<file path="config.mk">
export PLATFORM = sky130hd
export DESIGN_NAME = system_interrupt_status_enable
export DESIGN_NICKNAME = d
export VERILOG_FILES = /design/src/shared/event_pkg.sv /design/src/verilog/event_flag.sv /design/src/verilog/wrap_detect.sv /design/src/verilog/system_interrupt_status_enable.sv
export SDC_FILE = /design/constraint.sdc
export NUM_CORES = 1
export LEC_CHECK = 0
export BUFFER_PORTS_ARGS = -buffer_cell sky130_fd_sc_hd__buf_4
export CAP_MARGIN = 0
export CORE_MARGIN = 2
export CORE_UTILIZATION = 45
export DETAILED_ROUTE_END_ITERATION = 16
export PLACE_DENSITY_LB_ADDON = 0.08
export SLEW_MARGIN = 15
export SYNTH_ARGS = -nofsm -noshare
export SYNTH_HDL_FRONTEND = slang
export SYNTH_SLANG_ARGS = --single-unit
</file>
<file path="constraint.sdc">
create_clock -name clk_sys -period 2 [get_ports clk_sys]
set_input_delay 0.3 -clock clk_sys [delete_from_list [all_inputs] [get_ports clk_sys]]
set_output_delay 0.3 -clock clk_sys [all_outputs]
set_load 0.03 [all_outputs]
</file>
<file path="src/shared/event_pkg.sv">
// constants for the system interrupt status and enable block
//----------------------------------------------------------------------
// Behaviour
// - status flags show their source regardless of enable bits
// - writing one clears a write-one-to-clear flag, zero leaves it
// - soft event flag at bit 31 sets while its enable is high
// - ready flag at bit 30 sets once device accessible after reset
// - bit 28 mirrors fabric pending event, read only
// - bits 27 and 26 mirror port two and port one phy events
// - timer flag bit 19 sets when timer wraps past zero to FFFFh
// - bit 12 mirrors the pin bank cascaded event, read only
// - status register at offset 058h reports met conditions as one
// - set enable bit lets its source drive the interrupt request
// - enable register at 05Ch mirrors status bit positions
// - all enable bits zero after reset
// - master line active when any flag and its enable are set
// - global output enable gates master line onto request pin only
//----------------------------------------------------------------------
package event_pkg;

    localparam logic [11:0] STATUS_OFFSET = 12'h058;
    localparam logic [11:0] ENABLE_OFFSET = 12'h05C;
    localparam logic [11:0] CONTROL_OFFSET = 12'h054;

    localparam int SOFT_BIT   = 31;
    localparam int READY_BIT  = 30;
    localparam int FABRIC_BIT = 28;
    localparam int PHY2_BIT   = 27;
    localparam int PHY1_BIT   = 26;
    localparam int TIMER_BIT  = 19;
    localparam int PIN_BIT    = 12;
    localparam int OUT_EN_BIT = 8;
    localparam int MASTER_BIT = 12;

    localparam logic [31:0] IMPL_MASK    = 32'hDC08_1000;
    localparam logic [31:0] STICKY_MASK  = 32'hC008_0000;
    localparam logic [31:0] ENABLE_RESET = 32'h0000_0000;
    localparam logic [15:0] TIMER_WRAP   = 16'hFFFF;

endpackage : event_pkg

</file>
<file path="src/verilog/event_flag.sv">
// one write-one-to-clear sticky flag
module event_flag
    import event_pkg::*;
(
    input  wire logic clk_sys,
    input  wire logic sys_rst,
    input  wire logic clkEn,
    input  wire logic setEvent,
    input  wire logic clearReq,
    output logic      flag
);

    typedef struct packed {
        logic flag;
    } state_s;

    state_s state;
    state_s next_state;

    always_comb
    begin
        next_state = state;
        if (clkEn)
        begin
            // set wins over a same-cycle clear
            if (setEvent)
                next_state.flag = 1'b1;
            else if (clearReq)
                next_state.flag = 1'b0;
        end
    end

    always_ff @(posedge clk_sys or posedge sys_rst)
    begin
        if (sys_rst)
            state <= '0;
        else
            state <= next_state;
    end

    assign flag = state.flag;

endmodule : event_flag

</file>
<file path="src/verilog/wrap_detect.sv">
// detects the general purpose timer wrapping from zero to its reload value
module wrap_detect
    import event_pkg::*;
(
    input  wire logic        clk_sys,
    input  wire logic        sys_rst,
    input  wire logic        clkEn,
    input  wire logic [15:0] timerCount,
    output logic             wrapPulse
);

    typedef struct packed {
        logic [15:0] lastCount;
        logic        primed;
    } state_s;

    state_s state;
    state_s next_state;

    always_comb
    begin
        next_state = state;
        if (clkEn)
        begin
            next_state.lastCount = timerCount;
            next_state.primed    = 1'b1;
        end
    end

    always_ff @(posedge clk_sys or posedge sys_rst)
    begin
        if (sys_rst)
            state <= '0;
        else
            state <= next_state;
    end

    // zero followed by FFFFh is a wrap
    assign wrapPulse = clkEn && state.primed && (state.lastCount == 16'h0000)
                       && (timerCount == TIMER_WRAP);

endmodule : wrap_detect

</file>
<file path="src/verilog/system_interrupt_status_enable.sv">
// system interrupt status, enable and request output logic
module system_interrupt_status_enable
    import event_pkg::*;
(
    input  wire logic        clk_sys,
    input  wire logic        sys_rst,
    input  wire logic        clkEn,
    input  wire logic [11:0] regAddr,
    input  wire logic [31:0] regWrData,
    input  wire logic        regWrite,
    input  wire logic        regRead,
    output logic      [31:0] regRdData,
    input  wire logic        deviceReady,
    input  wire logic        fabricPending,
    input  wire logic        portTwoPhyEvent,
    input  wire logic        portOnePhyEvent,
    input  wire logic        pinBankEvent,
    input  wire logic [15:0] timerCountValue,
    output logic             irqOut,
    output logic             masterIrq
);

    //------------------------------------------------------------------
    // state
    //------------------------------------------------------------------
    typedef struct packed {
        logic [31:0] enable;
        logic        outEnable;
        logic        readySeen;
        logic [31:0] rdData;
        logic        irq;
    } state_s;

    state_s state;
    state_s next_state;

    logic        softFlag;
    logic        readyFlag;
    logic        timerFlag;
    logic        timerWrap;
    logic        readyPulse;
    logic [31:0] statusWord;
    logic [31:0] clearBits;
    logic        anyActive;

    function automatic logic hit(input logic [11:0] addr, input logic [11:0] offs);
        hit = (addr == offs);
    endfunction : hit

    //------------------------------------------------------------------
    // write decode and flags
    //------------------------------------------------------------------
    assign clearBits  = (regWrite && hit(regAddr, STATUS_OFFSET))
                        ? (regWrData & STICKY_MASK) : 32'h0000_0000;
    assign readyPulse = deviceReady && !state.readySeen;

    event_flag softFlagInst (
        .clk_sys  (clk_sys),
        .sys_rst  (sys_rst),
        .clkEn    (clkEn),
        .setEvent (state.enable[SOFT_BIT]),
        .clearReq (clearBits[SOFT_BIT]),
        .flag     (softFlag)
    );

    event_flag readyFlagInst (
        .clk_sys  (clk_sys),
        .sys_rst  (sys_rst),
        .clkEn    (clkEn),
        .setEvent (readyPulse),
        .clearReq (clearBits[READY_BIT]),
        .flag     (readyFlag)
    );

    wrap_detect wrapInst (
        .clk_sys    (clk_sys),
        .sys_rst    (sys_rst),
        .clkEn      (clkEn),
        .timerCount (timerCountValue),
        .wrapPulse  (timerWrap)
    );

    event_flag timerFlagInst (
        .clk_sys  (clk_sys),
        .sys_rst  (sys_rst),
        .clkEn    (clkEn),
        .setEvent (timerWrap),
        .clearReq (clearBits[TIMER_BIT]),
        .flag     (timerFlag)
    );

    //------------------------------------------------------------------
    // status word
    //------------------------------------------------------------------
    always_comb
    begin
        statusWord             = 32'h0000_0000;
        statusWord[SOFT_BIT]   = softFlag;
        statusWord[READY_BIT]  = readyFlag;
        statusWord[FABRIC_BIT] = fabricPending;
        statusWord[PHY2_BIT]   = portTwoPhyEvent;
        statusWord[PHY1_BIT]   = portOnePhyEvent;
        statusWord[TIMER_BIT]  = timerFlag;
        statusWord[PIN_BIT]    = pinBankEvent;
    end

    assign anyActive = |(statusWord & state.enable);

    //------------------------------------------------------------------
    // next state
    //------------------------------------------------------------------
    always_comb
    begin
        next_state = state;
        if (clkEn)
        begin
            if (deviceReady)
                next_state.readySeen = 1'b1;
            if (regWrite && hit(regAddr, ENABLE_OFFSET))
                next_state.enable = regWrData & IMPL_MASK;
            if (regWrite && hit(regAddr, CONTROL_OFFSET))
                next_state.outEnable = regWrData[OUT_EN_BIT];
            next_state.rdData = 32'h0000_0000;
            if (regRead)
            begin
                if (hit(regAddr, STATUS_OFFSET))
                    next_state.rdData = statusWord;
                else if (hit(regAddr, ENABLE_OFFSET))
                    next_state.rdData = state.enable;
                else if (hit(regAddr, CONTROL_OFFSET))
                begin
                    next_state.rdData[OUT_EN_BIT] = state.outEnable;
                    next_state.rdData[MASTER_BIT] = anyActive;
                end
            end
            next_state.irq = anyActive;
        end
    end

    always_ff @(posedge clk_sys or posedge sys_rst)
    begin
        if (sys_rst)
        begin
            state        <= '0;
            state.enable <= ENABLE_RESET;
        end
        else
            state <= next_state;
    end

    //------------------------------------------------------------------
    // outputs
    //------------------------------------------------------------------
    assign regRdData = state.rdData;
    assign masterIrq = state.irq;
    assign irqOut    = state.irq && state.outEnable;

endmodule : system_interrupt_status_enable

</file>
==> results of run 1 <==
[cell families (layout without fill, tap and decap cells)]
family          count (synthesis)  count (layout)
mux                            24              24
compound gates                 23              23
other cells                     1              24
flops                          38              38
buf+inv                        46              73
simple gates                   40              40
[layout by cell type, fill, tap and decap left out, types with 2 or more instances in the layout]
cell      count
o21ai_0       7
nor2b_1       4
mux2_2       24
dfrtp_1      38
and2_1        2
nand4_1       8
a32oi_1       6
inv_1         9
clkbuf_1      2
clkbuf_8      5
nand2_1       4
a22oi_1       2
nand3_1       2
nor2_1        5
nor4_1        2
buf_4        57
a22o_1        2
nor4bb_1      3
conb_1       24
[worst max-delay path: stages (launching register included)]
cell	delay, ns
dfrtp_1	0.41
a222oi_1	0.31
and3_1	0.27
o22ai_1	0.11
a22o_1	0.20
[layer usage]
metal | GRT usage [%] | routed length [um] | up-vias | share of wire, %
li1 | - | - | 661 | -
met1 | 21.6 | 1590 | 671 | 40
met2 | 28.8 | 2080 | 56 | 52
met3 | 5.48 | 274 | 4 | 6.9
met4 | 3.85 | 33 | 0 | 0.83
met5 | 0 | 0 | - | 0
[layout make-up]
class	count	area [um2]	share of cell area (%)
multi-input combinational	111	813	34.4
inverter	9	33.8	1.43
sequential	38	951	40.2
clock buffer	7	76.3	3.22
timing repair buffer	57	428	18.1
tap	52	65.1	2.75
[where the power goes]
part	internal (mW)	switching (mW)	total, mW	leakage (nW)
logic	0.104	0.135	0.238	0.599
clock network	0.240	0.239	0.479	0.0383
registers	0.806	0.0217	0.828	0.479
[sequential cells by signal (all words and copies together), names as in the netlist]
signal              flops
state                   9
softFlagInst.flag       1
wrapInst.state         17
timerFlagInst.flag      1
readyFlagInst.flag      1
masterIrq               1
regRdData               8
[path summary, 6_finish.rpt]
path | to | depth (start not counted) | startpoint
max reg2reg | regRdData[12]$_DFFE_PP0P_ | 4 | readyFlagInst.flag$_DFFE_PP0P_
max | regRdData[12]$_DFFE_PP0P_ | 4 | readyFlagInst.flag$_DFFE_PP0P_
max in group asynchronous | wrapInst.state[8]$_DFFE_PP0P_ | 3 | sys_rst
min reg2reg | readyFlagInst.flag$_DFFE_PP0P_ | 1 | state[33]$_DFFE_PP0P_
min | masterIrq$_DFFE_PP0P_ | 3 | sys_rst
min in group clk_sys | state[61]$_DFFE_PP0P_ | 2 | regWrData[26]
[stage by stage]
| step | hold WS [ns] | power (mW) |
|---|---|---|
| 5_1_grt | 0.181 | 1.63 |
| 2_1_floorplan | 0.407 | 1.01 |
| 3_3_place_gp | 0.425 | 1.07 |
| 6_report | 0.130 | 1.55 |
| 4_1_cts | 0.149 | 1.57 |
| 3_5_place_dp | 0.442 | 1.08 |
==> results.cfg, run 1 <==
[status]
status = finished clean

[final_layout]
syn2layout_area_growth_pct = 19.3
fin_util_pct = 55.1
antenna_cells = 0
final_cells = 274
fill_cells = 384
nets = 292
stdcell_area_mm2 = 0.00237
layout-drive-gt1-share_pct = 41.0

[timing]
hold_viol_final = 0
period_minus_slack_ns = 1.40
fin_setup_tns_ns = 0
setup_violations = 0
fin_skew_ns = 0.00922
slew_viol_final = 0
fmax_ghz = 0.713
fin_crit_sh_pct = 70.1
rsz0062_at_grt = false
setup_ws_ns = 0.598

[yosys]
synth_seq_cells = 38
synth_xor_area_share_pct = 0
synth_top_family_by_area = buffers and inverters
synth_cells = 172
synthFlopType = dfrtp_1
yosys.area_share.simple_pct = 14.4
synth_top_area_share_pct = 47.9
ys_seq_area_share_pct = 47.9
yosys-top-cells-count = 38 x dfrtp_1, 33 x buf_4, 24 x mux2_2
synth_area_per_cell_um2 = 11.5
yosysTopAreaCell = dfrtp_1
synthAdderAreaFrac_pct = 0
async_flop_share_pct = 100
synth_edf_count = 0
yosysMostFrequentCell = dfrtp_1
synth_compound_area_share_pct = 8.45
synthDistinctLibCells = 36
syn_area_mm2 = 0.00198
ys_warn_count = 0
synthMuxAreaShare_pct = 13.6
synthTopCellsByArea = dfrtp_1 48%, mux2_2 14%, buf_4 12%

[placement]
placed_area_mm2 = 0.00229
post-place-ws_ns = 0.340
hpwlAfterDp_um = 3060
dp.cells = 267
gp_congestion = 0.735
numPortBuffers = 55

[floorplanning]
num_rows = 24
die_h_um = 70.4
dieArea_mm2 = 0.00496
coreArea_mm2 = 0.00429
io_pins = 104
die_w_um = 70.4
start_util_pct = 46.2

[routing]
drt-initial-drc-count = 61
ant_nets = 0
drcViolationCount = 0
vias = 1392
wire_per_inst_um = 14.5
wirelength_um = 3980
drt_pass1_iterations = 5
avgViaCountPerCell = 5.08

[setup_path]
critPathLaunchType = flip-flop
cp.required_ns = 2.17
worstSetupPathType = reg2reg
worstSetupEndpointType = flip-flop
arrival_ns = 1.58
cp_max_fo = 3
ff2ff_setup_slack_ns = 0.60

[clock_tree]
clock-sinks = 38
cts_hold_buf = 0
cts_buffers = 5
clk_pin_slew_worst_paths_ns = 0.07
cts-root-buf = clkbuf_8
clk_latency_ns = 0.28
cts_resized = 0
h-tree-depth = 2
cts_setup_buffers = 0
cts_tree = yes
clock_path_buffers = 2

[global_route]
antenna_found_initial = 0
grt_pass1_vias = 1357
grt.overflow.total = 0
grt_pass1_wl_um = 6670
track_usage_pct = 17.2
grt_max_degree = 39

[worst_hold_path]
hp-class = in2async

[power]
irDropWorstVdd_mv = 0.390
p_leak_nw = 1.12
p_per_area_mw_per_mm2 = 653

[job]
maxCapViolCount = 0
Note: power is estimated with default switching activity, not from simulation.
==> run 2, diff against run 1 <==
--- a/config.mk
+++ b/config.mk
@@ -8,7 +8,7 @@
 export BUFFER_PORTS_ARGS = -buffer_cell sky130_fd_sc_hd__buf_4
 export CAP_MARGIN = 0
 export CORE_MARGIN = 2
-export CORE_UTILIZATION = 45
+export CORE_UTILIZATION = 41
 export DETAILED_ROUTE_END_ITERATION = 16
 export PLACE_DENSITY_LB_ADDON = 0.08
 export SLEW_MARGIN = 15
==> constraint.sdc (replaced) <==
create_clock -name clk_sys -period 1.25 [get_ports clk_sys]
set_input_delay 0.1875 -clock clk_sys [delete_from_list [all_inputs] [get_ports clk_sys]]
set_output_delay 0.1875 -clock clk_sys [all_outputs]
set_load 0.03 [all_outputs]
==> results.cfg, run 2 (synthesis results as in run 1) <==
[routing]
drcViolationCount = 0
top_layer_used = met4
drt_pass1_iterations = 4
ant_nets = 0
wirelength_um = 4350
wire_per_inst_um = 14.6
met1_length_um = 1700
met3_length_um = 242
avgViaCountPerCell = 5.03
drt-initial-drc-count = 101
vias = 1495
dr_wl_met2_um = 2350

[placement]
gp_congestion = 0.826
numPortBuffers = 55
hpwlAfterDp_um = 3400
post-place-ws_ns = -0.314
placed_area_mm2 = 0.00243

[power]
p_leak_nw = 1.23
finalPower_mw = 2.78
p_per_area_mw_per_mm2 = 1070
irDropWorstVdd_mv = 0.581

[floorplanning]
die_w_um = 73.6
start_util_pct = 42.3
num_rows = 25
dieArea_mm2 = 0.00541
coreArea_mm2 = 0.00469
die_h_um = 73.6
io_pins = 104

[clock_tree]
cts-root-buf = clkbuf_8
h-tree-depth = 2
clk_latency_ns = 0.29
cts_tree = yes
cts_buffers = 5
clock_path_buffers = 2
clk_pin_slew_worst_paths_ns = 0.07
clock-sinks = 38

[setup_path]
worst_path_max_delay_cell = dfrtp_1
r2r-end = regRdData[12]$_DFFE_PP0P_
rr_startpoint = readyFlagInst.flag$_DFFE_PP0P_
crit_cells = 4
max_stage_delay_ns = 0.39
timing.critical_path.buf_inv = 0
cp_max_fo = 2
arrival_ns = 1.58
worstSetupEndpointType = flip-flop
worstPathCellList = a222oi_1, and3_1, o22ai_1, a22o_1
cp.required_ns = 1.43
critPathLaunchType = flip-flop
worstSetupPathType = reg2reg
critPathTopFamily = compound AO/OA/AOI/OAI gates
reg2reg_depth = 4
ff2ff_setup_slack_ns = -0.15

[timing]
fin_crit_sh_pct = 112
setup_ws_ns = -0.151
setup_violations = 2
rsz0062_at_grt = true
period_minus_slack_ns = 1.40
fmax_ghz = 0.714
slew_viol_final = 0
hold_viol_final = 0
fin_skew_ns = 0.00387

[global_route]
grt_pass1_vias = 1486
grt.overflow.total = 0
track_usage_pct = 17.1
antenna_found_initial = 0
grt_pass1_wl_um = 6960
grt_max_degree = 39

[final_layout]
syn2layout_area_growth_pct = 31.0
multi_input_area_um2 = 847
stdcell_area_mm2 = 0.00260
antenna_cells = 0
layout-drive-gt1-share_pct = 47.7
layout_commonest_cell = buf_4
regMostFlops = wrapInst.state
fin_util_pct = 55.4
seqCellArea_um2 = 951
nets = 312
fill_cells = 422
layout_common_cells = 75 x buf_4, 38 x dfrtp_1, 24 x mux2_2, 24 x conb_1, 9 x inv_1
largest_reg_flops = 17

[worst_hold_path]
whs_path_depth = 2
hold_end = state[61]$_DFFE_PP0P_
hp-class = in2reg
min_from = regWrData[26]

[job]
maxCapViolCount = 0

[status]
violations = negative setup slack
status = complete, but fails checks
-- run 2: changes by cell type in the layout (fill, tap and decap cells not counted), sizes merged --
| cell | delta |
|---|---|
| buf | +19 |
| bufinv | +1 |
| dlygate4sd3 | +1 |
-- run 2: power breakdown --
| group | internal, mW | switching [mW] | leakage, nW | total [mW] |
|---|---|---|---|---|
| clock | 0.597 | 0.415 | 0.0524 | 1.01 |
| combinational | 0.207 | 0.230 | 0.702 | 0.437 |
| sequential | 1.29 | 0.0391 | 0.479 | 1.33 |
-- run 2: layout make-up --
type | instances | area share (%)
Tap cell | 54 | 2.60
Clock inverter | 1 | 1.16
Sequential cell | 38 | 36.6
Timing Repair Buffer | 77 | 22.8
Clock buffer | 7 | 2.94
Multi-Input combinational cell | 111 | 32.6
Inverter | 9 | 1.30
-- run 2: through the flow --
step	instances	TNS (ns)	hold WS (ns)
after floorplan	195	-0.0299	0.327
after global routing	297	-0.380	0.127
after global placement	286	-3.92	0.259
final	297	-0.204	0.128
after CTS	296	-0.198	0.122
after detailed placement	286	-4.39	0.272
-- run 2: how the worst max path moves through the flow --
stage	endpoint	slack, ns	from
after floorplan	timerFlagInst.flag$_DFFE_PP0P_	-0.02	regAddr[7]
after global placement	state[63]$_DFFE_PP0P_	-0.27	regAddr[11]
after detailed placement	state[47]$_DFFE_PP0P_	-0.31	regAddr[11]
after CTS	regRdData[12]$_DFFE_PP0P_	-0.15	state[65]$_DFFE_PP0P_
after global routing	regRdData[12]$_DFFE_PP0P_	-0.22	readyFlagInst.flag$_DFFE_PP0P_
final	regRdData[12]$_DFFE_PP0P_	-0.15	readyFlagInst.flag$_DFFE_PP0P_
-- run 2: repair_timing --
action	4_1_cts	5_1_grt
buffers inserted	1	2
hold buffers	1	0
setup endpoints to repair	6	7
pin swaps	8	6
hold endpoints to repair	38	0
gates resized for setup	3	9
-- run 2: routing by layer --
metal	global-route usage, %	vias to the layer above
met5	0	-
met1	20.5	728
met4	4.85	0
met3	4.12	7
met2	30.3	56
li1	-	704
==> run 3, diff against run 2 <==
--- a/config.mk
+++ b/config.mk
@@ -5,8 +5,9 @@
 export SDC_FILE = /design/constraint.sdc
 export NUM_CORES = 1
 export LEC_CHECK = 0
-export BUFFER_PORTS_ARGS = -buffer_cell sky130_fd_sc_hd__buf_4
+export BUFFER_PORTS_ARGS = -buffer_cell sky130_fd_sc_hd__buf_2
 export CAP_MARGIN = 0
+export CORE_ASPECT_RATIO = 0.75
 export CORE_MARGIN = 2
 export CORE_UTILIZATION = 41
 export DETAILED_ROUTE_END_ITERATION = 16
==> results.cfg, run 3 (synthesis results as in run 1) <==
[status]
status = complete, but fails checks
violations = negative setup slack

[timing]
setup_violations = 3
fin_crit_sh_pct = 107
fin_skew_ns = 0.00558
period_minus_slack_ns = 1.33
fmax_ghz = 0.750
slew_viol_final = 0
hold_viol_final = 0
setup_ws_ns = -0.0830
rsz0062_at_grt = true

[power]
p_leak_nw = 1.21
switchingPower_mw = 0.699
pwr-share-clk_pct = 33.7
finalPower_mw = 2.59
combPwrFrac_pct = 15.2
irDropWorstVdd_mv = 0.526
swShare_pct = 27.0
power_frac_seq_pct = 51.1
p_per_area_mw_per_mm2 = 1040
p_int_mw = 1.89

[job]
maxCapViolCount = 0

[clock_tree]
clk_latency_ns = 0.29
cts_buffers = 5
clock-sinks = 38
h-tree-depth = 2
clk_pin_slew_worst_paths_ns = 0.07
cts-root-buf = clkbuf_8
clock_path_buffers = 2
cts_tree = yes

[global_route]
track_usage_pct = 16.5
antenna_found_initial = 0
grt_pass1_wl_um = 6890
grt_pass1_vias = 1462
grt_max_degree = 39
grt.overflow.total = 0

[setup_path]
critPathLaunchType = flip-flop
cp.required_ns = 1.43
max_stage_delay_ns = 0.40
worstSetupEndpointType = flip-flop
worst_path_max_delay_cell = dfrtp_1
ff2ff_setup_slack_ns = -0.08
cp_max_fo = 2
arrival_ns = 1.51
worstSetupPathType = reg2reg
worstPathCellList = a222oi_1, and3_1, o22ai_1, a22o_1

[placement]
gp_congestion = 0.836
placed_area_mm2 = 0.00228
hpwlAfterDp_um = 3360
dp.cells = 286
numPortBuffers = 55

[routing]
drt-initial-drc-count = 64
wire_per_inst_um = 14.4
avgViaCountPerCell = 4.91
drt_pass1_iterations = 4
wirelength_um = 4340
vias = 1478
ant_nets = 0
drcViolationCount = 0

[final_layout]
layout_common_cells = 52 x buf_2, 38 x dfrtp_1, 24 x mux2_2, 24 x conb_1, 19 x buf_4
layout-drive-gt1-share_pct = 49.2
stdcell_area_mm2 = 0.00250
layout_commonest_cell = buf_2
antenna_cells = 0
largest_reg_flops = 17
nets = 313
syn2layout_area_growth_pct = 26.0
final_cells = 301
regMostFlops = wrapInst.state

[floorplanning]
io_pins = 104
start_util_pct = 43.7
coreArea_mm2 = 0.00455
die_h_um = 64.3
dieArea_mm2 = 0.00542
num_rows = 21
die_w_um = 84.3

[worst_hold_path]
hp-class = in2reg
==> run 3: cell types whose count changed in the layout (fill, tap and decap cells not counted), sizes merged <==
| cell | change |
|---|---|
| buf | +1 |
| bufinv | -1 |
| clkbuf | -1 |
| clkinv | +1 |
| clkinvlp | +1 |
==> run 3: routing by layer <==
| metal | global-route usage (%) | vias up | part of all wire (%) |
|---|---|---|---|
| met2 | 26.1 | 53 | 45 |
| li1 | - | 703 | - |
| met3 | 4.26 | 5 | 6.1 |
| met1 | 22.5 | 717 | 48 |
| met5 | 0 | - | 0 |
| met4 | 4.76 | 0 | 0.72 |
==> run 3: final timing paths <==
check                                               start                             to  cells past startpoint
max                        readyFlagInst.flag$_DFFE_PP0P_      regRdData[12]$_DFFE_PP0P_                      4
min                                          regWrData[8]          state[34]$_DFFE_PP0P_                      2
max reg2reg                readyFlagInst.flag$_DFFE_PP0P_      regRdData[12]$_DFFE_PP0P_                      4
min reg2reg                 wrapInst.state[0]$_DFFE_PP0P_  wrapInst.state[0]$_DFFE_PP0P_                      1
max in group asynchronous                         sys_rst      regRdData[28]$_DFFE_PP0P_                      4
min in group asynchronous                         sys_rst  wrapInst.state[1]$_DFFE_PP0P_                      4
==> run 3: power by group through the flow <==
stage | clock network, mW | registers (mW) | logic (mW)
after floorplan | 0 | 1.34 | 0.283
after global placement | 0 | 1.34 | 0.366
after detailed placement | 0 | 1.35 | 0.376
after global routing | 0.961 | 1.33 | 0.429
final | 0.874 | 1.33 | 0.394
after CTS | 0.898 | 1.32 | 0.380
==> run 3: timing repair <==
item | 4_1_cts | 5_1_grt
pin swaps | 4 | 15
hold endpoints to repair | 38 | 0
resized for setup | 1 | 20
endpoints found under the setup margin | 2 | 19
setup buffers | 2 | 5
hold buffers | 1 | 0
==> run 3: stage by stage <==
stage | worst slack (ns) | util (%) | setup TNS [ns] | hold WS (ns)
floorplan | -0.0212 | - | -0.0299 | 0.327
global placement | -0.223 | 50.1 | -3.72 | 0.252
detailed placement | -0.267 | 50.1 | -4.35 | 0.260
CTS | -0.0881 | 52.7 | -0.0897 | 0.123
global route | -0.160 | 55.0 | -0.834 | 0.127
finish | -0.0830 | 55.0 | -0.174 | 0.129
==> run 3: area by class of cell <==
cell class,count,area (um2)
fillers,411,2050
clock buffers,6,82.6
repair buffers,78,489
clock inverters,2,12.5
inverters,9,33.8
flip-flops and latches,38,951
well taps,57,71.3
multi-input cells,111,860
==> run 3: worst max-delay path, delay by kind of cell (launching register included) <==
family             cells  cell delay, ns
AOI/OAI and AO/OA      3            0.60
and+or+nand+nor        1            0.23
DFF                    1            0.40
